**src/hw/tss_cfg.svh**
```systemverilog
`ifndef TSS_CFG_SVH
`define TSS_CFG_SVH

// Master clock rate and the derived cycles per time unit
`define TSS_CLK_HZ 50000000
`define TSS_CYC_PER_MS (`TSS_CLK_HZ / 1000)
`define TSS_CYC_PER_US (`TSS_CLK_HZ / 1000000)

// Common step delay of the default timing option, in ms
`define TSS_DELAY_MS 10
// Extra time added to the first up and first down step, in us
`define TSS_EXTRA_US 400
// Settle pause after an interrupted sequence, in ms
`define TSS_SETTLE_MS 120

// Cycle counts derived from the times above
`define TSS_DELAY_CYC (`TSS_DELAY_MS * `TSS_CYC_PER_MS)
`define TSS_EXTRA_CYC (`TSS_EXTRA_US * `TSS_CYC_PER_US)
`define TSS_SETTLE_CYC (`TSS_SETTLE_MS * `TSS_CYC_PER_MS)

// Timer counter width and default falling order (sequence number)
`define TSS_CNT_W 32
`define TSS_DOWN_SEQ 1

// Reset value of the pull-low drives: all three flags held low
`define TSS_LOW_RST 3'h7

`endif

```
**src/hw/tss_pkg.sv**
```systemverilog
`include "tss_cfg.svh"

package tss_pkg;

	// Sequencer states, one-hot
	typedef enum logic [9:0] {
		TSS_OFF = 10'h001,
		TSS_UP1 = 10'h002,
		TSS_UP2 = 10'h004,
		TSS_UP3 = 10'h008,
		TSS_ON = 10'h010,
		TSS_DN1 = 10'h020,
		TSS_DN2 = 10'h040,
		TSS_DN3 = 10'h080,
		TSS_SETL_U = 10'h100,
		TSS_SETL_D = 10'h200
	} tss_state_t;

	// Request to the shared step timer
	typedef struct packed {
		logic start;
		logic clear;
		logic [`TSS_CNT_W-1:0] len;
	} tss_tmr_req_t;

endpackage

```
**src/hw/tss_timer.sv**
```systemverilog
`timescale 1ns/1ps
`include "tss_cfg.svh"

module tss_timer (
	input wire logic clk,
	input wire logic resetn,
	input tss_pkg::tss_tmr_req_t req,
	output logic done,
	output logic busy
);

	logic [`TSS_CNT_W-1:0] cnt_q;
	logic run_q;

	// Start loads len-1 so that done comes exactly len cycles after start
	always_ff @(posedge clk) begin
		if (!resetn) begin
			cnt_q <= '0;
			run_q <= 1'b0;
		end else if (req.start) begin
			cnt_q <= req.len - `TSS_CNT_W'(1);
			run_q <= 1'b1;
		end else if (req.clear || (run_q && cnt_q == '0)) begin
			cnt_q <= '0;
			run_q <= 1'b0;
		end else if (run_q) begin
			cnt_q <= cnt_q - `TSS_CNT_W'(1);
		end
	end

	// Done is a one-cycle pulse on the last counted cycle
	assign done = run_q && cnt_q == '0 && !req.clear;
	assign busy = run_q;

endmodule

```
**src/hw/tss_sequencer.sv**
```systemverilog
`timescale 1ns/1ps
`include "tss_cfg.svh"

// Contract
// - Three open-drain flags: pull low or release
// - All flags low until enable first asserted
// - Enable starts timer one; expiry releases first
// - Each release starts next timer for next flag
// - Enable low: timed pull-low of three flags
// - Down delays independent of up delays
// - Early enable drop resets timer, flags low
// - Drop mid power-up restarts timer, finishes up
// - Settle pause after forced power-up completion
// - Rise mid power-down restarts timer, finishes down
// - Settle pause after forced power-down completion
// - Extra delay on first up and down step
// - Delays held within tolerance of nominal
// - First-to-second delay ratio kept near one
// - Second-to-third delay ratio kept near one
// - All timers run from one master clock
// - Standard build uses default flag ordering
// - Default order: rise 1-2-3, fall 3-2-1
// - Falling order selectable among six permutations
// - Timing options share one common step delay
module tss_sequencer #(
	parameter int unsigned UP_FIRST_CYC = `TSS_DELAY_CYC,
	parameter int unsigned UP_SECOND_CYC = `TSS_DELAY_CYC,
	parameter int unsigned UP_THIRD_CYC = `TSS_DELAY_CYC,
	parameter int unsigned DOWN_FIRST_CYC = `TSS_DELAY_CYC,
	parameter int unsigned DOWN_SECOND_CYC = `TSS_DELAY_CYC,
	parameter int unsigned DOWN_THIRD_CYC = `TSS_DELAY_CYC,
	parameter int unsigned EXTRA_CYC = `TSS_EXTRA_CYC,
	parameter int unsigned SETTLE_CYC = `TSS_SETTLE_CYC,
	parameter int unsigned DOWN_SEQ = `TSS_DOWN_SEQ
) (
	input wire logic CLK_SYS,
	input wire logic RESETN,
	input wire logic SEQ_ENABLE,
	output logic RAIL_FLAG_FIRST_O,
	output logic RAIL_FLAG_FIRST_OE,
	output logic RAIL_FLAG_SECOND_O,
	output logic RAIL_FLAG_SECOND_OE,
	output logic RAIL_FLAG_THIRD_O,
	output logic RAIL_FLAG_THIRD_OE
);

	localparam int CW = `TSS_CNT_W;

	// Step lengths; the first steps carry the extra delay
	localparam logic [CW-1:0] LEN_UP1 = CW'(UP_FIRST_CYC + EXTRA_CYC);
	localparam logic [CW-1:0] LEN_UP2 = CW'(UP_SECOND_CYC);
	localparam logic [CW-1:0] LEN_UP3 = CW'(UP_THIRD_CYC);
	localparam logic [CW-1:0] LEN_DN1 = CW'(DOWN_FIRST_CYC + EXTRA_CYC);
	localparam logic [CW-1:0] LEN_DN2 = CW'(DOWN_SECOND_CYC);
	localparam logic [CW-1:0] LEN_DN3 = CW'(DOWN_THIRD_CYC);
	localparam logic [CW-1:0] LEN_SETL = CW'(SETTLE_CYC);

	// Flag index pulled low at each down step, per sequence number
	function automatic logic [1:0] down_idx(input int unsigned seq, input int unsigned step);
		logic [5:0] map;
		map = 6'h06;
		case (seq)
			2: map = 6'h12;
			3: map = 6'h09;
			4: map = 6'h21;
			5: map = 6'h18;
			6: map = 6'h24;
			default: map = 6'h06;
		endcase
		return map[2*step +: 2];
	endfunction

	// Build-time falling order, never changes in operation
	localparam logic [1:0] DN_IDX0 = down_idx(DOWN_SEQ, 0);
	localparam logic [1:0] DN_IDX1 = down_idx(DOWN_SEQ, 1);
	localparam logic [1:0] DN_IDX2 = down_idx(DOWN_SEQ, 2);

	tss_pkg::tss_state_t st_q;
	tss_pkg::tss_state_t st_d;
	tss_pkg::tss_tmr_req_t req;
	logic tmr_done;
	logic tmr_busy;
	logic en_m_q;
	logic en_s_q;
	logic en_p_q;
	logic en_rise;
	logic en_fall;
	logic [2:0] low_q;
	logic [2:0] flag_oe;
	logic [2:0] flag_o;

	// Two-flop synchroniser; the second stage and its delayed copy en_p_q feed the logic
	always_ff @(posedge CLK_SYS) begin
		if (!RESETN) begin
			en_m_q <= 1'b0;
			en_s_q <= 1'b0;
			en_p_q <= 1'b0;
		end else begin
			en_m_q <= SEQ_ENABLE;
			en_s_q <= en_m_q;
			en_p_q <= en_s_q;
		end
	end

	// Edge detection on the settled copy
	assign en_rise = en_s_q && !en_p_q;
	assign en_fall = !en_s_q && en_p_q;

	// One shared timer on the master clock keeps the step ratios fixed
	tss_timer u_timer (
		.clk(CLK_SYS),
		.resetn(RESETN),
		.req(req),
		.done(tmr_done),
		.busy(tmr_busy)
	);

	// Next state and timer requests
	always_comb begin
		st_d = st_q;
		req.start = 1'b0;
		req.clear = 1'b0;
		req.len = '0;
		unique case (st_q)
			tss_pkg::TSS_OFF: begin
				if (en_s_q) begin
					st_d = tss_pkg::TSS_UP1;
					req.start = 1'b1;
					req.len = LEN_UP1;
				end
			end
			tss_pkg::TSS_UP1: begin
				if (en_fall) begin
					st_d = tss_pkg::TSS_OFF;
					req.clear = 1'b1;
				end else if (tmr_done) begin
					st_d = tss_pkg::TSS_UP2;
					req.start = 1'b1;
					req.len = LEN_UP2;
				end
			end
			tss_pkg::TSS_UP2: begin
				if (tmr_done) begin
					st_d = tss_pkg::TSS_UP3;
					req.start = 1'b1;
					req.len = LEN_UP3;
				end else if (en_fall) begin
					req.start = 1'b1;
					req.len = LEN_UP2;
				end
			end
			tss_pkg::TSS_UP3: begin
				if (tmr_done && en_s_q) begin
					st_d = tss_pkg::TSS_ON;
				end else if (tmr_done) begin
					st_d = tss_pkg::TSS_SETL_U;
					req.start = 1'b1;
					req.len = LEN_SETL;
				end else if (en_fall) begin
					req.start = 1'b1;
					req.len = LEN_UP3;
				end
			end
			tss_pkg::TSS_ON: begin
				if (!en_s_q) begin
					st_d = tss_pkg::TSS_DN1;
					req.start = 1'b1;
					req.len = LEN_DN1;
				end
			end
			tss_pkg::TSS_DN1: begin
				if (en_rise) begin
					st_d = tss_pkg::TSS_ON;
					req.clear = 1'b1;
				end else if (tmr_done) begin
					st_d = tss_pkg::TSS_DN2;
					req.start = 1'b1;
					req.len = LEN_DN2;
				end
			end
			tss_pkg::TSS_DN2: begin
				if (tmr_done) begin
					st_d = tss_pkg::TSS_DN3;
					req.start = 1'b1;
					req.len = LEN_DN3;
				end else if (en_rise) begin
					req.start = 1'b1;
					req.len = LEN_DN2;
				end
			end
			tss_pkg::TSS_DN3: begin
				if (tmr_done && !en_s_q) begin
					st_d = tss_pkg::TSS_OFF;
				end else if (tmr_done) begin
					st_d = tss_pkg::TSS_SETL_D;
					req.start = 1'b1;
					req.len = LEN_SETL;
				end else if (en_rise) begin
					req.start = 1'b1;
					req.len = LEN_DN3;
				end
			end
			tss_pkg::TSS_SETL_U: begin
				if (tmr_done && !en_s_q) begin
					st_d = tss_pkg::TSS_DN1;
					req.start = 1'b1;
					req.len = LEN_DN1;
				end else if (tmr_done) begin
					st_d = tss_pkg::TSS_ON;
				end
			end
			tss_pkg::TSS_SETL_D: begin
				if (tmr_done && en_s_q) begin
					st_d = tss_pkg::TSS_UP1;
					req.start = 1'b1;
					req.len = LEN_UP1;
				end else if (tmr_done) begin
					st_d = tss_pkg::TSS_OFF;
				end
			end
			default: begin
				st_d = tss_pkg::TSS_OFF;
				req.clear = 1'b1;
			end
		endcase
	end

	// State register
	always_ff @(posedge CLK_SYS) begin
		if (!RESETN) begin
			st_q <= tss_pkg::TSS_OFF;
		end else begin
			st_q <= st_d;
		end
	end

	// Pull-low drives; rise order is fixed, fall order from the map
	always_ff @(posedge CLK_SYS) begin
		if (!RESETN) begin
			low_q <= `TSS_LOW_RST;
		end else if (tmr_done) begin
			unique case (st_q)
				tss_pkg::TSS_UP1: low_q[0] <= 1'b0;
				tss_pkg::TSS_UP2: low_q[1] <= 1'b0;
				tss_pkg::TSS_UP3: low_q[2] <= 1'b0;
				tss_pkg::TSS_DN1: low_q[DN_IDX0] <= 1'b1;
				tss_pkg::TSS_DN2: low_q[DN_IDX1] <= 1'b1;
				tss_pkg::TSS_DN3: low_q[DN_IDX2] <= 1'b1;
				default: low_q <= low_q;
			endcase
		end
	end

	// Open-drain pins: data is always low, enable means pulling low
	for (genvar i = 0; i < 3; i++) begin : g_flag
		assign flag_o[i] = 1'b0;
		assign flag_oe[i] = low_q[i];
	end

	assign RAIL_FLAG_FIRST_O = flag_o[0];
	assign RAIL_FLAG_FIRST_OE = flag_oe[0];
	assign RAIL_FLAG_SECOND_O = flag_o[1];
	assign RAIL_FLAG_SECOND_OE = flag_oe[1];
	assign RAIL_FLAG_THIRD_O = flag_o[2];
	assign RAIL_FLAG_THIRD_OE = flag_oe[2];

	// Helper for checks: cycles since the last timer start
	logic [CW-1:0] elap_q;
	always_ff @(posedge CLK_SYS) begin
		if (!RESETN) begin
			elap_q <= '0;
		end else if (req.start) begin
			elap_q <= '0;
		end else begin
			elap_q <= elap_q + CW'(1);
		end
	end
endmodule

```
**config.mk**
```make
export PLATFORM = sky130hd
export DESIGN_NAME = tss_sequencer
export DESIGN_NICKNAME = d
export VERILOG_FILES = /design/src/hw/tss_pkg.sv /design/src/hw/tss_timer.sv /design/src/hw/tss_sequencer.sv
export VERILOG_INCLUDE_DIRS = /design/src /design/src/hw
export SDC_FILE = /design/constraint.sdc
export NUM_CORES = 1
export LEC_CHECK = 0
export ABC_AREA = 1
export BUFFER_PORTS_ARGS = -buffer_cell sky130_fd_sc_hd__buf_4
export CAP_MARGIN = 20
export CORE_UTILIZATION = 43
export CTS_CLUSTER_DIAMETER = 150
export CTS_CLUSTER_SIZE = 8
export DETAILED_ROUTE_END_ITERATION = 10
export PLACE_DENSITY = 0.69
export SLEW_MARGIN = 10
export SYNTH_ARGS = -nofsm -noshare
export SYNTH_HDL_FRONTEND = slang
export SYNTH_SLANG_ARGS = --single-unit
```
**constraint.sdc**
```tcl
create_clock -name CLK_SYS -period 5.5 [get_ports CLK_SYS]
set_input_delay 0.55 -clock CLK_SYS [delete_from_list [all_inputs] [get_ports CLK_SYS]]
set_output_delay 0.55 -clock CLK_SYS [all_outputs]
set_load 0.02 [all_outputs]
```
Yosys cells after proc, flatten, opt, wreduce, memory -nomap -nowiden
Cells that the tools add are included.
W data, S select, Z words.
{ "op_classes": {"reduce_logical": 21, "muxes": 56, "eq_ne": 20, "add_sub_neg": 2} }
{ "ops": {"columns": ["operator", "n"], "rows": [
  ["$pmux W32 S10", 1],
  ["$mux W32", 7],
  ["$mux W19", 11],
  ["$mux W10", 16],
  ["$pmux W10 S10", 1],
  ["$sub A32 B1 Y32 const B", 2],
  ["$logic_not A32 Y1", 1],
  ["$ne A3 B3 Y1 const B", 6],
  ["$mux W1", 15],
  ["$eq A10 B1 Y1 const B", 1],
  ["$eq A10 B10 Y1 const B", 1],
  ["$eq A10 B2 Y1 const B", 1],
  ["$eq A10 B3 Y1 const B", 1],
  ["$eq A10 B4 Y1 const B", 1],
  ["$eq A10 B5 Y1 const B", 1],
  ["$eq A10 B6 Y1 const B", 1],
  ["$eq A10 B7 Y1 const B", 1],
  ["$eq A10 B8 Y1 const B", 1],
  ["$eq A10 B9 Y1 const B", 1],
  ["$pmux W1 S10", 1],
  ["$reduce_and A10 Y1", 1],
  ["$ne A2 B2 Y1 const B", 4],
  ["$reduce_bool A2 Y1", 4],
  ["$reduce_or A8 Y1", 1],
  ["other kinds (7)", 18]
]} }
{ "word_totals": {"in_bits": 3, "out_inout_bits": 6, "ff_bits": 49, "wordCells": 108} }

Longest topological paths before layout
{ "logic_depth": {"depth_word": 11, "mapped_depth": 22, "ltp_nobuf": 21} }

By module
From an unflattened synthesis, not the netlist that was laid out.
{ "unflattened": {"cells_unflattened": 803, "hier_area_um2": 4461.8} }
{ "by_module_without_submodules": {"columns": ["mod", "seq_area_each_um2", "area_per_inst_um2", "n_inst", "cells_each"], "rows": [
  ["tss_timer", 660.6, 3215.6, 1, 597],
  ["tss_sequencer", 320.3, 1246.2, 1, 206]
]} }

Worst setup path after synthesis
OpenSTA, ideal clock, no wires.
{ "synth_path": {"path_type": "register to register", "start": "reg st_q[2]", "end": "reg u_timer.cnt_q[7]", "slack_ps": 3154, "path_buffers": 1, "path_stages_with_launch": 18, "arrival_ps": 2230, "cell_sequence": "dfxtp_1 -> nor2_4 -> nand2_4 -> nor3_4 -> nor2_1 -> nand3_2 -> buf_6 -> nand3_1 -> nor2_1 -> nand2_1 -> nand3_1 -> inv_1 -> ha_1 -> xor2_1 -> nand2_1 -> o21ai_1 -> inv_1 -> nor2_1"} }
{ "synth_between": {"elab_chain_len": 10} }
{ "synth_rtl": {"columns": ["element", "line", "text"], "rows": [
  ["start: declaration", "tss_sequencer.sv:78", "tss_pkg::tss_state_t st_q;"],
  ["start signal: assignment", "tss_sequencer.sv:231", "st_q <= tss_pkg::TSS_OFF;"],
  ["start signal: assignment", "tss_sequencer.sv:233", "st_q <= st_d;"],
  ["$eq A10 B4 Y1, or another cell as far along", "tss_sequencer.sv:124", "unique case (st_q)"],
  ["$reduce_or A8 Y1 (no line)", null, null],
  ["$pmux W1 S3", "tss_sequencer.sv:124", null],
  ["$logic_not A1 Y1", "tss_timer.sv:32", "assign done = run_q && cnt_q == '0 && !req.clear;"],
  ["$logic_and A1 B1 Y1", "tss_timer.sv:32", null],
  ["$mux W32, or another cell as far along", "tss_sequencer.sv:194", "end else if (tmr_done) begin"],
  ["$mux W32, or another cell as far along", "tss_sequencer.sv:192", "if (tmr_done && !en_s_q) begin"],
  ["$pmux W32 S10", "tss_sequencer.sv:124", null],
  ["$sub A32 B1 Y32", "tss_timer.sv:21", "cnt_q <= req.len - `TSS_CNT_W'(1);"],
  ["$mux W32", "tss_timer.sv:20", "end else if (req.start) begin"],
  ["end signal: assignment", "tss_timer.sv:21", null],
  ["end signal: assignment", "tss_timer.sv:27", "cnt_q <= cnt_q - `TSS_CNT_W'(1);"],
  ["end: declaration", "tss_timer.sv:12", "logic [`TSS_CNT_W-1:0] cnt_q;"]
]} }
Parallel ways exist; a longest one is shown, timed or not.
A chain may end at the register's enable or synchronous reset.

Final worst setup path
{ "layout_path": {"start": "reg st_q[5]", "end": "reg u_timer.cnt_q[0]"} }
{ "layout_between": {"elab_chain_len": 10} }
{ "layout_rtl": {"columns": ["element", "line"], "rows": [
  ["$eq A10 B4 Y1, or another cell as far along", "tss_sequencer.sv:124"],
  ["$reduce_or A8 Y1 (no line)", null],
  ["$pmux W1 S3", "tss_sequencer.sv:124"],
  ["$logic_not A1 Y1", "tss_timer.sv:32"],
  ["$logic_and A1 B1 Y1", "tss_timer.sv:32"],
  ["$mux W32, or another cell as far along", "tss_sequencer.sv:194"],
  ["$mux W32 (on tied branches)", "tss_sequencer.sv:192, tss_sequencer.sv:153"],
  ["$pmux W32 S10", "tss_sequencer.sv:124"],
  ["$sub A32 B1 Y32", "tss_timer.sv:21"],
  ["$mux W32", "tss_timer.sv:20"]
]} }
Parallel ways exist; a longest one is shown, timed or not.

==> impl_metrics.json <==
{
  "root_buffer": "clkbuf_8",
  "layout.nets": 563,
  "r2r_slack_ns": 2.13,
  "route.top_layer_used": "met4",
  "vias_per_cell": 5.14,
  "syn_inst": 557,
  "numPortBuffers": 5,
  "worst_slew_pin_slew_ns": 0.671,
  "worstReg2RegStart": "st_q[5]",
  "syn_area_per_cell_um2": 6.19,
  "fin_skew_ns": 0.0103,
  "synth_edf_count": 0,
  "fp.dieArea_um2": 8380,
  "postRouteAntennaNets": 0,
  "core_um2": 7730,
  "synth_cell_types": 38,
  "hold_viol": 0,
  "h-tree-depth": 2,
  "synth_area_leaders": "dfxtp_1 28%, nor2_1 14%, nand2_1 12%",
  "yosysSeqAreaShare": 0.284,
  "track_usage": 0.217,
  "min_to": "en_s_q",
  "clkTransAtPathRegs_ns": 0.09,
  "fin_area_um2": 3630,
  "crit_path_top_delay_cell": "nand4_2",
  "crit_top_cell": "nor2_1",
  "synth_top_cell_area_share": 0.284,
  "place_area_um2": 3520,
  "rows": 32,
  "cts_tree": "yes",
  "first_global_vias": 3120,
  "cp.required_ns": 5.70,
  "hold_buffers": 0,
  "routedLengthMet1_mm": 3.94,
  "antenna_cells": 0,
  "postCtsSetupRepairBufs": 0,
  "drive_gt1_frac": 0.0717,
  "wl_met2_mm": 4.05,
  "r2r-end": "u_timer.cnt_q[0]",
  "routabilityCongestion": 0.973,
  "min_path_type": "flop to flop",
  "clock_latency_ns": 0.32,
  "grt_max_degree": 33,
  "synth_ff_type": "dfxtp_1",
  "crit_chain": "nor2_2 -> nand3_1 -> nor2_1 -> nor2_1 -> nand3_2 -> nand3_2 -> nand2_1 -> nand2_1 -> nand2_2 -> nor2_4 -> nand4_2 -> o21ai_0 -> nor2_1",
  "period_share": 0.614,
  "finalSetupViolations": 0,
  "grt_overflow": 0,
  "power_uw": 1810,
  "drtIter0Drc": 183,
  "crit_fanout": 29,
  "worstHoldStart": "en_m_q",
  "post_cts_resized": 0,
  "outcome": "completed",
  "r2r.worst_path.cells": 13,
  "start_util": 0.446,
  "yosys_warnings": 0,
  "setup_tns_ns": 0,
  "cts_num_sinks": 49,
  "slowest_delay_ns": 0.55,
  "vdd_ir_drop_max_mv": 0.277,
  "fill_cells": 831,
  "io_pins": 9,
  "drc": 0,
  "p_leak_uw": 0.00170,
  "slew_viol_final": 0,
  "wirelength_mm": 8.65,
  "synthToLayoutAreaGrowth_pct": 5.26,
  "yosysTopAreaCell": "dfxtp_1",
  "fin_crit_ns": 3.37,
  "multiInputGateArea_um2": 2080,
  "crit_type": "flop to flop",
  "fp.dieW_um": 91.6,
  "max_freq_mhz": 296,
  "power.density_nw_per_um2": 498,
  "wl_per_cell_um": 13.1,
  "worstSetupEndpointType": "flop",
  "grt_pass1_wl_mm": 14.5,
  "rsz0062_at_grt": "false",
  "die_y_um": 91.6,
  "cap_viol_max_count": 0,
  "whs_path_depth": 2,
  "dp_hpwl_mm": 6.67,
  "antenna_found_initial": 0,
  "ys_ff_latch": 49,
  "cts_buffer_depth": 2,
  "dr_total_vias": 3391,
  "cts_made_buffers": 5,
  "critical_path.startpoint_type": "flop",
  "crit_arrival_ns": 3.58,
  "slew_headroom": 0.552,
  "seqCellArea_um2": 981,
  "async_flop_share": 0,
  "netlist_area_um2": 3450,
  "dr_wl_met3_um": 397,
  "firstDrtPassIters": 5
}
[cell usage after synthesis (4+ instances only)]
cell and n:
buf_6 5, buf_2 4, nand4_1 10, nand3_1 35, nand2_1 109, nor2_4 5
o21ai_1 6, a21oi_1 16, dfxtp_1 49, xnor2_1 6, o21ai_0 30, nor2_1 129
inv_2 4, inv_1 73, nor3_1 18, xor2_1 17
[through the flow]
| stage | std cells | util | hold WS [ns] | worst slack [ns] |
|---|---|---|---|---|
| 6_report | 660 | 0.470 | 0.419 | 2.13 |
| 3_5_place_dp | 652 | 0.455 | 0.407 | 2.16 |
| 5_1_grt | 660 | 0.470 | 0.436 | 1.75 |
| 2_1_floorplan | 559 | - | 0.390 | 3.15 |
| 4_1_cts | 660 | 0.470 | 0.410 | 2.14 |
| 3_3_place_gp | 652 | 0.455 | 0.402 | 2.14 |
[flip-flops by register name, indices dropped and copies added, names as in the netlist]
name,cells
flag_oe,3
en_s_q,1
st_q,10
u_timer.cnt_q,32
en_p_q,1
en_m_q,1
u_timer.busy,1
[kinds of logic (layout without fill, tap and decap cells)]
logic type,count (synthesis),after routing,synth area share
AND/OR/NAND/NOR,327,327,0.431
buffers and inverters,91,90,0.115
AO/OA/AOI/OAI,63,63,0.0994
flip-flops,49,49,0.284
XOR/XNOR,23,23,0.0584
adder cells (fa/ha/maj),3,3,0.0109
other,1,3,0.00109
[worst max-delay path by stage]
stage	start	to	slack [ns]
2_1_floorplan	st_q[2]	u_timer.cnt_q[7]	3.15
3_5_place_dp	st_q[5]	u_timer.cnt_q[14]	2.16
5_1_grt	st_q[8]	u_timer.cnt_q[10]	1.75
4_1_cts	st_q[5]	u_timer.cnt_q[14]	2.14
3_3_place_gp	st_q[5]	u_timer.cnt_q[11]	2.14
6_report	st_q[5]	u_timer.cnt_q[0]	2.13
[critical path: cells and delay by family, from the launching register on]
family / cells / cell delay (ns)
compound gates: 1 / 0.39
flops: 1 / 0.41
simple gates: 12 / 2.45
[final cells by class]
class                           instances  area share
Sequential cell                        49       0.270
Inverter                               77      0.0796
Timing Repair Buffer                    5      0.0103
Multi-Input combinational cell        419       0.573
Clock inverter                          3      0.0127
Clock buffer                            5      0.0190
Tap cell                              102      0.0351
[cell usage in the layout, fill, tap and decap left out, drive strengths merged]
master / netlist / routed
a21oi: 16 / 16
a31oi: 2 / 2
and2: 1 / 1
buf: 13 / 5
bufinv: 0 / 1
clkbuf: 1 / 5
clkinv: 0 / 1
clkinvlp: 0 / 1
conb: 1 / 3
dfxtp: 49 / 49
ha: 3 / 3
inv: 77 / 77
nand2: 114 / 114
nand3: 39 / 39
nand4: 12 / 12
nor2: 137 / 137
nor3: 20 / 20
nor4: 2 / 2
o2111ai: 3 / 3
o211ai: 1 / 1
o21a: 2 / 2
o21ai: 36 / 36
o21bai: 2 / 2
o22ai: 1 / 1
or2: 2 / 2
xnor2: 6 / 6
xor2: 17 / 17
[power by group]
| group | switching (uW) | total (uW) | internal (uW) |
|---|---|---|---|
| sequential | 82.1 | 517 | 435 |
| clock | 132 | 268 | 136 |
| combinational | 697 | 1020 | 327 |
[routing by layer]
| metal | up-vias | GRT usage |
|---|---|---|
| met4 | 0 | 0.103 |
| met1 | 1541 | 0.272 |
| met5 | - | 0 |
| met2 | 81 | 0.362 |
| met3 | 20 | 0.0335 |
| li1 | 1749 | - |
Power figures use the tool's default switching activity.
